`src/hw/sslt_consts.svh`:
```
/*
  constants for the serial segment shift latch: widths, fifo depth, timing.
  assumes inclusion by bare name from package and design files.
*/
`ifndef SSLT_CONSTS_SVH
`define SSLT_CONSTS_SVH
`define SSLT_NUM_SEG 80
`define SSLT_FIFO_DEPTH 4
`define SSLT_CLK_PERIOD_NS 5
`define SSLT_LVL_TOP 2'h0
`define SSLT_LVL_UPPER_MID 2'h1
`define SSLT_LVL_LOWER_MID 2'h2
`define SSLT_LVL_BOTTOM 2'h3
`endif

```
`src/hw/sslt_pkg.sv`:
```
/*
  types for the serial segment shift latch.
  assumes sslt_consts.svh on the include path.
*/
`include "sslt_consts.svh"
package sslt_pkg;
  typedef logic [1:0] sslt_level_t;
  typedef struct packed {
    logic shiftClock;
    logic pixel;
    logic latchPulse;
    logic dirSelect;
    logic framePol;
  } sslt_link_t;
  typedef struct packed {
    logic pixel;
    logic dirSelect;
  } sslt_word_t;
endpackage

```
`src/hw/serial_segment_shift_latch.sv`:
```
/*
  segment driver data path: pin sampling, edge detect, 4-word fifo,
  bidirectional 80-stage shift register, display latch, level select.
  assumes link pins are asynchronous to clk and much slower than it.
  assumes every link pin holds each level for at least three clk periods,
  so the two-stage synchronisers never miss a shift or latch edge.
  assumes the controller keeps data steady a few clk around each shift fall.
  limitation: shift edges that arrive while the fifo is full are lost;
  shiftStall reports that case, which slow link rates never reach.
  the level codes only name a drive level; the analogue stage is outside.
*/
// Behaviour
// - an 80-stage shift register, one stage per segment output, fillable both ways.
// - data sampled and register advanced on each shift clock falling edge.
// - direction low: data enters stage 0 and moves toward stage 79.
// - direction high: data enters stage 79 and moves toward stage 0.
// - latch pulse falling edge copies all stages into the display latch.
// - latched outputs stay stable between latch pulses and frame flips; shifting leaves them alone.
// - latched bit and frame polarity choose one of four drive levels.
`timescale 1ns/1ps
`default_nettype none
`include "sslt_consts.svh"

module sslt_fifo #(
  parameter int WIDTH = 2,
  parameter int DEPTH = `SSLT_FIFO_DEPTH
) (
  input wire logic clk, // core clock
  input wire logic rst, // async reset
  input wire logic ce, // clock enable
  input wire logic inValid, // write request
  output logic inReady, // room left
  input wire logic [WIDTH-1:0] inData, // write word
  output logic outValid, // word available
  input wire logic outReady, // consumer takes word
  output logic [WIDTH-1:0] outData // head word
);
  localparam int AW = $clog2(DEPTH);
  logic [WIDTH-1:0] mem [DEPTH];
  logic [AW-1:0] wrPtr, rdPtr, next_wrPtr, next_rdPtr;
  logic [AW:0] count, next_count;
  logic doWr, doRd;

  // pointer step that wraps at the last slot; shared by both pointers
  function automatic logic [AW-1:0] wrap_inc(input logic [AW-1:0] ptr);
    logic [AW-1:0] nxt;
    nxt = (ptr == AW'(DEPTH - 1)) ? '0 : ptr + 1'h1;
    return nxt;
  endfunction

  always_comb begin
    doWr = inValid && inReady;
    doRd = outValid && outReady;
    next_wrPtr = wrPtr;
    next_rdPtr = rdPtr;
    if (doWr) begin
      next_wrPtr = wrap_inc(wrPtr);
    end
    if (doRd) begin
      next_rdPtr = wrap_inc(rdPtr);
    end
    next_count = count + (AW+1)'(doWr) - (AW+1)'(doRd);
  end

  always_ff @(posedge clk or posedge rst) begin
    if (rst) begin
      wrPtr <= '0;
      rdPtr <= '0;
      count <= '0;
    end else if (ce) begin
      wrPtr <= next_wrPtr;
      rdPtr <= next_rdPtr;
      count <= next_count;
    end
  end

  // storage: one comb for the next words, one ff per word that only registers
  logic [WIDTH-1:0] next_mem [DEPTH];

  always_comb begin
    for (int i = 0; i < DEPTH; i++) begin
      next_mem[i] = mem[i];
    end
    if (doWr) begin
      next_mem[wrPtr] = inData;
    end
  end

  // words are reset too, so a stray read after reset shows zero, not x
  genvar w;
  generate
    for (w = 0; w < DEPTH; w++) begin : gWord
      always_ff @(posedge clk or posedge rst) begin
        if (rst) begin
          mem[w] <= '0;
        end else if (ce) begin
          mem[w] <= next_mem[w];
        end
      end
    end
  endgenerate

  // flags come from the count alone, so full and empty never disagree
  always_comb begin
    inReady = (count != (AW+1)'(DEPTH));
    outValid = (count != '0);
    outData = mem[rdPtr];
  end
endmodule

module serial_segment_shift_latch #(
  parameter int NUM_SEG = `SSLT_NUM_SEG,
  parameter int FIFO_DEPTH = `SSLT_FIFO_DEPTH
) (
  input wire logic clk, // core clock, 200 MHz
  input wire logic rst, // async reset, active high
  input wire logic ce, // clock enable, freezes all state when low
  input wire sslt_pkg::sslt_link_t linkIn, // raw pins from the controller
  output logic serialPixelOut, // far-end bit for chaining
  output logic shiftStall, // fifo full: a shift edge would be lost
  output sslt_pkg::sslt_level_t driveLevel [NUM_SEG] // per-segment level code
);
  import sslt_pkg::*;

  // two-stage synchronisers; stage one is read only by stage two
  sslt_link_t syncA, syncB, syncPrev;
  sslt_link_t next_syncA, next_syncB, next_syncPrev;
  logic shiftFall, latchFall;

  // syncPrev keeps the last settled copy so edges are found one clk later
  always_comb begin
    next_syncA = linkIn;
    next_syncB = syncA;
    next_syncPrev = syncB;
  end

  always_ff @(posedge clk or posedge rst) begin
    if (rst) begin
      syncA <= '0;
      syncB <= '0;
      syncPrev <= '0;
    end else if (ce) begin
      syncA <= next_syncA;
      syncB <= next_syncB;
      syncPrev <= next_syncPrev;
    end
  end

  // data sits stable around the edge, so the synced copy at the fall is good
  // falling-edge test shared by the shift and latch pins
  function automatic logic fell(input logic prev, input logic cur);
    return prev && !cur;
  endfunction

  always_comb begin
    shiftFall = fell(syncPrev.shiftClock, syncB.shiftClock);
    latchFall = fell(syncPrev.latchPulse, syncB.latchPulse);
  end

  sslt_word_t inWord, headWord;
  logic fifoInReady, fifoOutValid, fifoOutReady;
  logic framePolSync;

  // frame polarity is read only from its synchronised copy
  always_comb begin
    inWord.pixel = syncB.pixel;
    inWord.dirSelect = syncB.dirSelect;
    framePolSync = syncB.framePol;
  end

  // a latch edge must see every earlier shift, so it waits for the fifo to drain
  typedef enum logic {LATCH_IDLE, LATCH_WAIT} sslt_latch_state_t;
  sslt_latch_state_t latchState, next_latchState;
  logic latchWanted;

  sslt_fifo #(
    .WIDTH($bits(sslt_word_t)),
    .DEPTH(FIFO_DEPTH)
  ) u_fifo (
    .clk(clk),
    .rst(rst),
    .ce(ce),
    .inValid(shiftFall),
    .inReady(fifoInReady),
    .inData(inWord),
    .outValid(fifoOutValid),
    .outReady(fifoOutReady),
    .outData(headWord)
  );

  logic [NUM_SEG-1:0] shiftReg, next_shiftReg;
  logic [NUM_SEG-1:0] dispLatch, next_dispLatch;
  logic next_serialPixelOut, next_shiftStall;

  // one shift step; a high select runs the shift from stage 79 toward stage 0
  function automatic logic [NUM_SEG-1:0] shift_step(input logic [NUM_SEG-1:0] cur,
      input logic bitIn, input logic toLow);
    logic [NUM_SEG-1:0] nxt;
    if (toLow) begin
      nxt = {bitIn, cur[NUM_SEG-1:1]};
    end else begin
      nxt = {cur[NUM_SEG-2:0], bitIn};
    end
    return nxt;
  endfunction

  // far end of the register for the chain output, per shift direction
  function automatic logic far_end(input logic [NUM_SEG-1:0] cur, input logic toLow);
    logic bitOut;
    bitOut = toLow ? cur[0] : cur[NUM_SEG-1];
    return bitOut;
  endfunction

  // the register always drains the fifo; a latch copy waits for it instead
  always_comb begin
    fifoOutReady = 1'h1;
    next_shiftReg = shiftReg;
    if (fifoOutValid) begin
      next_shiftReg = shift_step(shiftReg, headWord.pixel, headWord.dirSelect);
    end
  end

  always_comb begin
    latchWanted = (latchState == LATCH_WAIT) || latchFall;
    next_latchState = latchState;
    next_dispLatch = dispLatch;
    unique case (latchState)
      LATCH_IDLE: begin
        if (latchFall) begin
          next_latchState = LATCH_WAIT;
        end
      end
      LATCH_WAIT: begin
        next_latchState = LATCH_WAIT;
      end
    endcase
    // copy only once every queued shift has landed in the register
    if (latchWanted && !fifoOutValid) begin
      next_dispLatch = shiftReg;
      next_latchState = LATCH_IDLE;
    end
    // far end follows the current direction select
    next_serialPixelOut = far_end(next_shiftReg, syncB.dirSelect);
    next_shiftStall = !fifoInReady;
  end

  always_ff @(posedge clk or posedge rst) begin
    if (rst) begin
      shiftReg <= '0;
      dispLatch <= '0;
      latchState <= LATCH_IDLE;
      serialPixelOut <= 1'h0;
      shiftStall <= 1'h0;
    end else if (ce) begin
      shiftReg <= next_shiftReg;
      dispLatch <= next_dispLatch;
      latchState <= next_latchState;
      serialPixelOut <= next_serialPixelOut;
      shiftStall <= next_shiftStall;
    end
  end

  function automatic sslt_level_t pick_level(input logic on, input logic frame);
    sslt_level_t lvl;
    lvl = `SSLT_LVL_TOP;
    if (on && frame) begin
      lvl = `SSLT_LVL_BOTTOM;
    end else if (on) begin
      lvl = `SSLT_LVL_TOP;
    end else if (frame) begin
      lvl = `SSLT_LVL_LOWER_MID;
    end else begin
      lvl = `SSLT_LVL_UPPER_MID;
    end
    return lvl;
  endfunction

  genvar g;
  generate
    for (g = 0; g < NUM_SEG; g++) begin : gSeg
      sslt_level_t next_level;
      always_comb begin
        // a frame flip acts at once; the latched bit only on a latch copy
        next_level = pick_level(next_dispLatch[g], framePolSync);
      end
      always_ff @(posedge clk or posedge rst) begin
        if (rst) begin
          driveLevel[g] <= `SSLT_LVL_UPPER_MID;
        end else if (ce) begin
          driveLevel[g] <= next_level;
        end
      end
    end
  endgenerate
endmodule
`default_nettype wire

```
`config.mk`:
```
export PLATFORM = sky130hd
export DESIGN_NAME = serial_segment_shift_latch
export DESIGN_NICKNAME = d
export VERILOG_FILES = /design/src/hw/sslt_pkg.sv /design/src/hw/serial_segment_shift_latch.sv
export VERILOG_INCLUDE_DIRS = /design/src /design/src/hw
export SDC_FILE = /design/constraint.sdc
export NUM_CORES = 1
export LEC_CHECK = 0
export BUFFER_PORTS_ARGS = -buffer_cell sky130_fd_sc_hd__buf_2
export CAP_MARGIN = 0
export CORE_ASPECT_RATIO = 0.7
export CORE_MARGIN = 2
export CORE_UTILIZATION = 60
export DETAILED_ROUTE_END_ITERATION = 6
export PLACE_DENSITY = 0.81
export SYNTH_ARGS = -nofsm -noshare
export SYNTH_HDL_FRONTEND = slang
export SYNTH_SLANG_ARGS = --single-unit
```
`constraint.sdc`:
```
create_clock -name clk -period 32.4 [get_ports clk]
set_input_delay 4.86 -clock clk [delete_from_list [all_inputs] [get_ports clk]]
set_output_delay 4.86 -clock clk [all_outputs]
set_load 0.03 [all_outputs]
```
Word-level counts from Yosys, hierarchy flattened:

Cells that the tools add are included.

* bits of input ports: 8
* word-level logic and storage cells: 387
* output and inout bits: 162
* register bits after elaboration: 350

* equal/unequal tests: 3
* reduce and logical (&&, ||, !) cells: 93
* bitwise operators: 3
* muxes and demuxes: 176
* add/sub/neg operators: 4
* $lt $le $gt $ge: 3

Operators with widths (number)
* 2-to-1 mux 2 bit: 166
* 2-to-1 mux 80 bit: 3
* logical AND 1 bit: 85
* bitwise mux 8 bit: 1
* greater-or-equal comparator 3 bit, second input constant: 2
* inverter 2 -> 3 bit: 2
* adder 2 x 1 -> 2 bit, second input constant: 2
* binary-select mux 2 bit (select 2 bit): 1
* demux 2 bit (select 2 bit): 1
* equality test 2 bit, second input constant: 2
* zero test 1 bit: 4
* AND reduction 2 bit: 2
* adder 3 x 1 -> 3 bit: 1
* less-than comparator 3 x 1 -> 1 bit, second input constant: 1
* 2-to-1 mux 1 bit: 3
* inequality test 3 bit, second input constant: 1
* nonzero test 3 bit: 1
* subtractor 3 x 1 -> 3 bit: 1
* case mux 1 bit (2 select lines): 1
* logical OR 1 bit: 1
* inverter 1 bit: 1

Longest topological paths before layout:

* depth after elaboration: 7
* gate-level depth with buffers: 9
* mapped depth without buffers: 9

Modules after synthesis:

A second synthesis with hierarchy kept.

* cells, all modules: 1297
* area, all modules: 17215.3 um2

Modules (own cells, without submodules)
* serial_segment_shift_latch: times used 1, area an instance 16384.5 um2, cells an instance 1231, seq. area each 8483.1 um2
* sslt_fifo: times used 1, area an instance 830.8 um2, cells an instance 66, seq. area each 375.4 um2

Worst setup path before layout:

OpenSTA, ideal clock, no wires.

* kind: input-to-reg
* start: input port ce
* end: register driveLevel[19] (netlist name)
* path buffers: 4
* data required time: 32.259 ns
* library setup time: 0.141 ns
* stages on the path: 5
* path slack: 26.412 ns
* arrival time: 5.847 ns
* cell sequence: buf_2 -> buf_2 -> buf_1 -> clkbuf_1 -> a31oi_1

RTL lines
* start, declared: line serial_segment_shift_latch.sv:117 `input wire logic ce,`
* end signal, assigned by index: line serial_segment_shift_latch.sv:288 `` driveLevel[g] <= `SSLT_LVL_UPPER_MID; ``
* end signal, assigned by index: line serial_segment_shift_latch.sv:290 `driveLevel[g] <= next_level;`
* end, declared: line serial_segment_shift_latch.sv:121 `output sslt_pkg::sslt_level_t driveLevel [NUM_SEG]`

No word-level cell between the ends.

Worst setup path in the final report:

* start: input port ce
* end: register u_fifo.rdPtr[1]

* longest elaborated chain between the ends: 1

Ends and longest elaborated chain
* AND reduction 2 bit (no line)
* end signal, assigned: line serial_segment_shift_latch.sv:72 `rdPtr <= next_rdPtr;`
* end, declared: line serial_segment_shift_latch.sv:40 `logic [AW-1:0] wrPtr, rdPtr, next_wrPtr, next_rdPtr;`

Every way passes these cells.
A chain may end at the register's enable or synchronous reset.

==> results <==
- The run finished with clean final reports.
- The number of flops mapped to enable cells by yosys is 0.
- The highest ir drop seen on vdd is 0.05527 mV.
- The number of buffers inserted by post-CTS setup repair is 0.
- Entering global routing, the biggest net connects 143 pins.
- The min-delay analysis places its worst path in the category flip-flop to flip-flop.
- For this run, the number of standard cells in the final layout without fillers is 2160.
- TritonCTS built the clock tree.
- Dividing the synthesized area by the synthesized cell count gives 10.28 um2.
- The share of post-route cells with drive strength above 1 is 23.88%.
- The post-synthesis instance area is 0.01717 mm2.
- The worst path uses 20.56% of the clock period.
- The net count after synthesis is 1766.
- The hold-fix buffer count after cts is 0.
- The quantity of gates resized following cts is 0.
- Among all cell types in the netlist, the one instantiated most often is sky130_fd_sc_hd__dfrtp_1.
- The clock-pin slew on the worst setup and hold paths is 0.06 ns.
- The root buffer selected by CTS is sky130_fd_sc_hd__clkbuf_16.
- The port buffer count is 169.
- Synthesis handed over a netlist of 1670 instances.
- For the final database, setup skew stands at 0.01461 ns.
- The hold violation count in the final report came to 0.
- The library cell contributing the largest single delay on the critical path is sky130_fd_sc_hd__buf_4.
- Measured along the x axis, the die boundary spans 206.2 um.
- The total via count after detailed routing is 12520.
- The met3 capacity usage during global routing is 4.501%.
- The synthesized design contains 350 register bits.
- The total number of H-tree levels is 2.
- By count the netlist is led by sky130_fd_sc_hd__dfrtp_1, sky130_fd_sc_hd__o21ai_0, sky130_fd_sc_hd__nand2_1.
- The post-layout total power is 1.428 mW.
- In the global route stage, met2 resource usage came out at 37.28%.
- The die covers 0.03001 mm2.
- Routability-driven placement finished with a final weighted congestion of 0.7508.
- The number of placed instances, taps included, is 2096.
- The endpoint arrival time on the critical path is 7.07 ns.
- The cell count of the worst reg-to-reg path is 7.
- The region available for standard cell placement spans 0.02795 mm2.
- The average wire length per cell after detail routing is 17.05 um.
- The share of synthesized registers carrying an async set or reset is 100.0%.
- The biggest area contributor in the post-synthesis netlist is sky130_fd_sc_hd__dfrtp_1.
- In this run the power density over the cells is 74.24 mW/mm2.
- The first global-routing pass estimated 61.79 mm of wire.
- The max-slew violation count came to 0.
- The count of endpoints failing setup in the final report is 0.
- The first-pass iteration count of the detailed router is 7.
- Summed over all failing endpoints, the final setup total negative slack is 0 ns.
- Global routing consumed, over all layers together, 25.23% of the routing resources.
- The clock period minus worst slack is 6.661 ns.
- The longest individual stage delay on the worst path is 0.68 ns.
- The sequential share of the synthesized area is 51.60%.
- In this run the count of I/O pins placed on the die edge is 170.
- The most crowded layer after global routing is met1.
- Fill cells in the final layout number 2063.
- The die is 145.5 um tall.
- The TritonCTS buffer count is 35.
- The kind of critical path is input pin to flip-flop.
- Derived from the worst setup path, the maximum achievable clock frequency is 150.1 MHz.
- The count of unresolved DRC violations after routing is 0.
- The number of antenna violations at the first check in global routing is 3.
- The share of the synthesized area in the top cell type is 39.35%.
- The detail route stage leaves a number of antenna-violating nets equal to 0.
- The critical path goes through clkbuf_8, nand2_4, buf_4, mux2_2.
- The endpoint required time on the critical path is 32.80 ns.
- Cells fill 68.83% of the core in the end.
- The reported max-cap violation count is 0.
- Once the floorplan was initialized, standard cells occupied 61.43% of the core.
- In this run the deepest clock path goes through 3 buffers.
- The startpoint type of the worst setup path is an input pin.
- The headroom to the max-slew limit is 30.92%.
- The HPWL after detailed placement is 22.77 mm.
- The analysis attributes to cell leakage a power of 8.465 nW.
- The met1 global-route usage is 39.01%.
- Setup repair after global routing left no endpoint under its margin.
- The via count of the first global-routing pass is 12110.
- The worst hold path cell count is 2.
- The worst setup path is captured at a flip-flop.
- After global routing the overflow that remains totals 0.
- The number of unique standard cell types used by synthesis is 30.
- For this run, the leading register cell type out of synthesis is sky130_fd_sc_hd__dfrtp_1.
- For this block, the routed nets add up to 36.83 mm of wire.
- The number of rows created at floorplan is 51.
- The pin slew with the least headroom to its limit is 1.036 ns.
- From synthesis to final layout, the design area changed by 12.05%.
- Using the TritonRoute via totals, the vias-per-cell ratio works out to 5.795.
- During synthesis, Yosys emitted a total of 0 warnings.
- The later-pin clock latency in the skew report is 0.53 ns.
- The count of nets after finishing is 1858.
- The clock sink count is 350.
- The maximum fanout along the worst path is 106.
- Yosys attributes the largest share of cell area to sky130_fd_sc_hd__dfrtp_1, sky130_fd_sc_hd__dfstp_2, sky130_fd_sc_hd__o211ai_1.
- The first routing iteration left 1116 violations.
-- critical path, delay by kind of cell --
kind	cells	cell delay [ns]
and+or+nand+nor	1	0.67
buffers and inverters	2	1.07
muxes	1	0.40
-- layout by cell type, fill, tap and decap left out, types with 10 or more instances in the layout --
cell                        count
sky130_fd_sc_hd__dfrtp_1      268
sky130_fd_sc_hd__o21ai_0      230
sky130_fd_sc_hd__nand2_1      169
sky130_fd_sc_hd__buf_2        168
sky130_fd_sc_hd__inv_1        167
sky130_fd_sc_hd__o211ai_1     160
sky130_fd_sc_hd__mux2_2       102
sky130_fd_sc_hd__ha_1          87
sky130_fd_sc_hd__nor2_1        84
sky130_fd_sc_hd__a31oi_1       81
sky130_fd_sc_hd__mux2i_1       80
sky130_fd_sc_hd__dfstp_2       80
sky130_fd_sc_hd__clkbuf_16     37
sky130_fd_sc_hd__o21ai_1       13
sky130_fd_sc_hd__buf_4         10
-- layer usage --
layer	part of all wire, %	vias up
met1	49	6131
met4	1.3	2
met3	5.6	41
li1	-	6036
met2	45	307
met5	0.019	-
-- registers in the layout, summed over array words and instances (netlist names), 3 cells and up --
register / count
dispLatch: 80
driveLevel: 160
next_syncB: 5
shiftReg: 80
u_fifo.count: 3
u_fifo.mem: 8
-- power by group --
part	leakage, nW	total [mW]	switching [mW]	internal [mW]
clock network	0.576	0.412	0.168	0.244
logic	3.57	0.428	0.287	0.141
registers	4.32	0.588	0.0691	0.519
total	8.46	1.43	0.525	0.903
-- cell type report --
type,instances,area (um2),share of cell area [%]
antenna,1,2.502,0.01301
clock inverter,9,97.59,0.5073
sequential,350,8866,46.09
tap,371,464.2,2.413
multi-input combinational,1026,7143,37.13
clock buffer,54,1070,5.561
timing repair buffer,180,949.7,4.937
inverter,169,644.4,3.350
-- final timing paths --
kind                             startpoint               to  slack (ns)
min in group asynchronous               rst   driveLevel[43]        4.51
setup / recovery                         ce  u_fifo.rdPtr[1]       25.74
hold / removal              driveLevel[106]  driveLevel[106]        0.48
setup reg to reg           next_syncPrev[2]   driveLevel[66]       28.72
hold reg to reg             driveLevel[106]  driveLevel[106]        0.48
max in group asynchronous               rst   driveLevel[99]       26.24
-- logic make-up (layout without fill, tap and decap cells) --
family,after synthesis,after routing,share of synthesized area [%]
adder cells (fa/ha/maj),88,88,6.457
flip-flops,350,350,51.60
AND/OR/NAND/NOR,260,260,5.903
AO/OA/AOI/OAI,492,492,17.35
XOR/XNOR,2,2,0.1020
buffers and inverters,294,412,6.974
multiplexers,184,184,11.62
other,0,1,0
-- per-stage QoR --
step	area, um2	hold slack (ns)	setup slack (ns)
2_1_floorplan	17170	0.4727	17.97
3_3_place_gp	18070	0.4715	25.25
3_5_place_dp	18070	0.4765	25.18
4_1_cts	19230	0.4861	25.74
5_1_grt	19240	0.4972	25.48
6_report	19240	0.4829	25.74
Power figures use the tool's default switching activity.
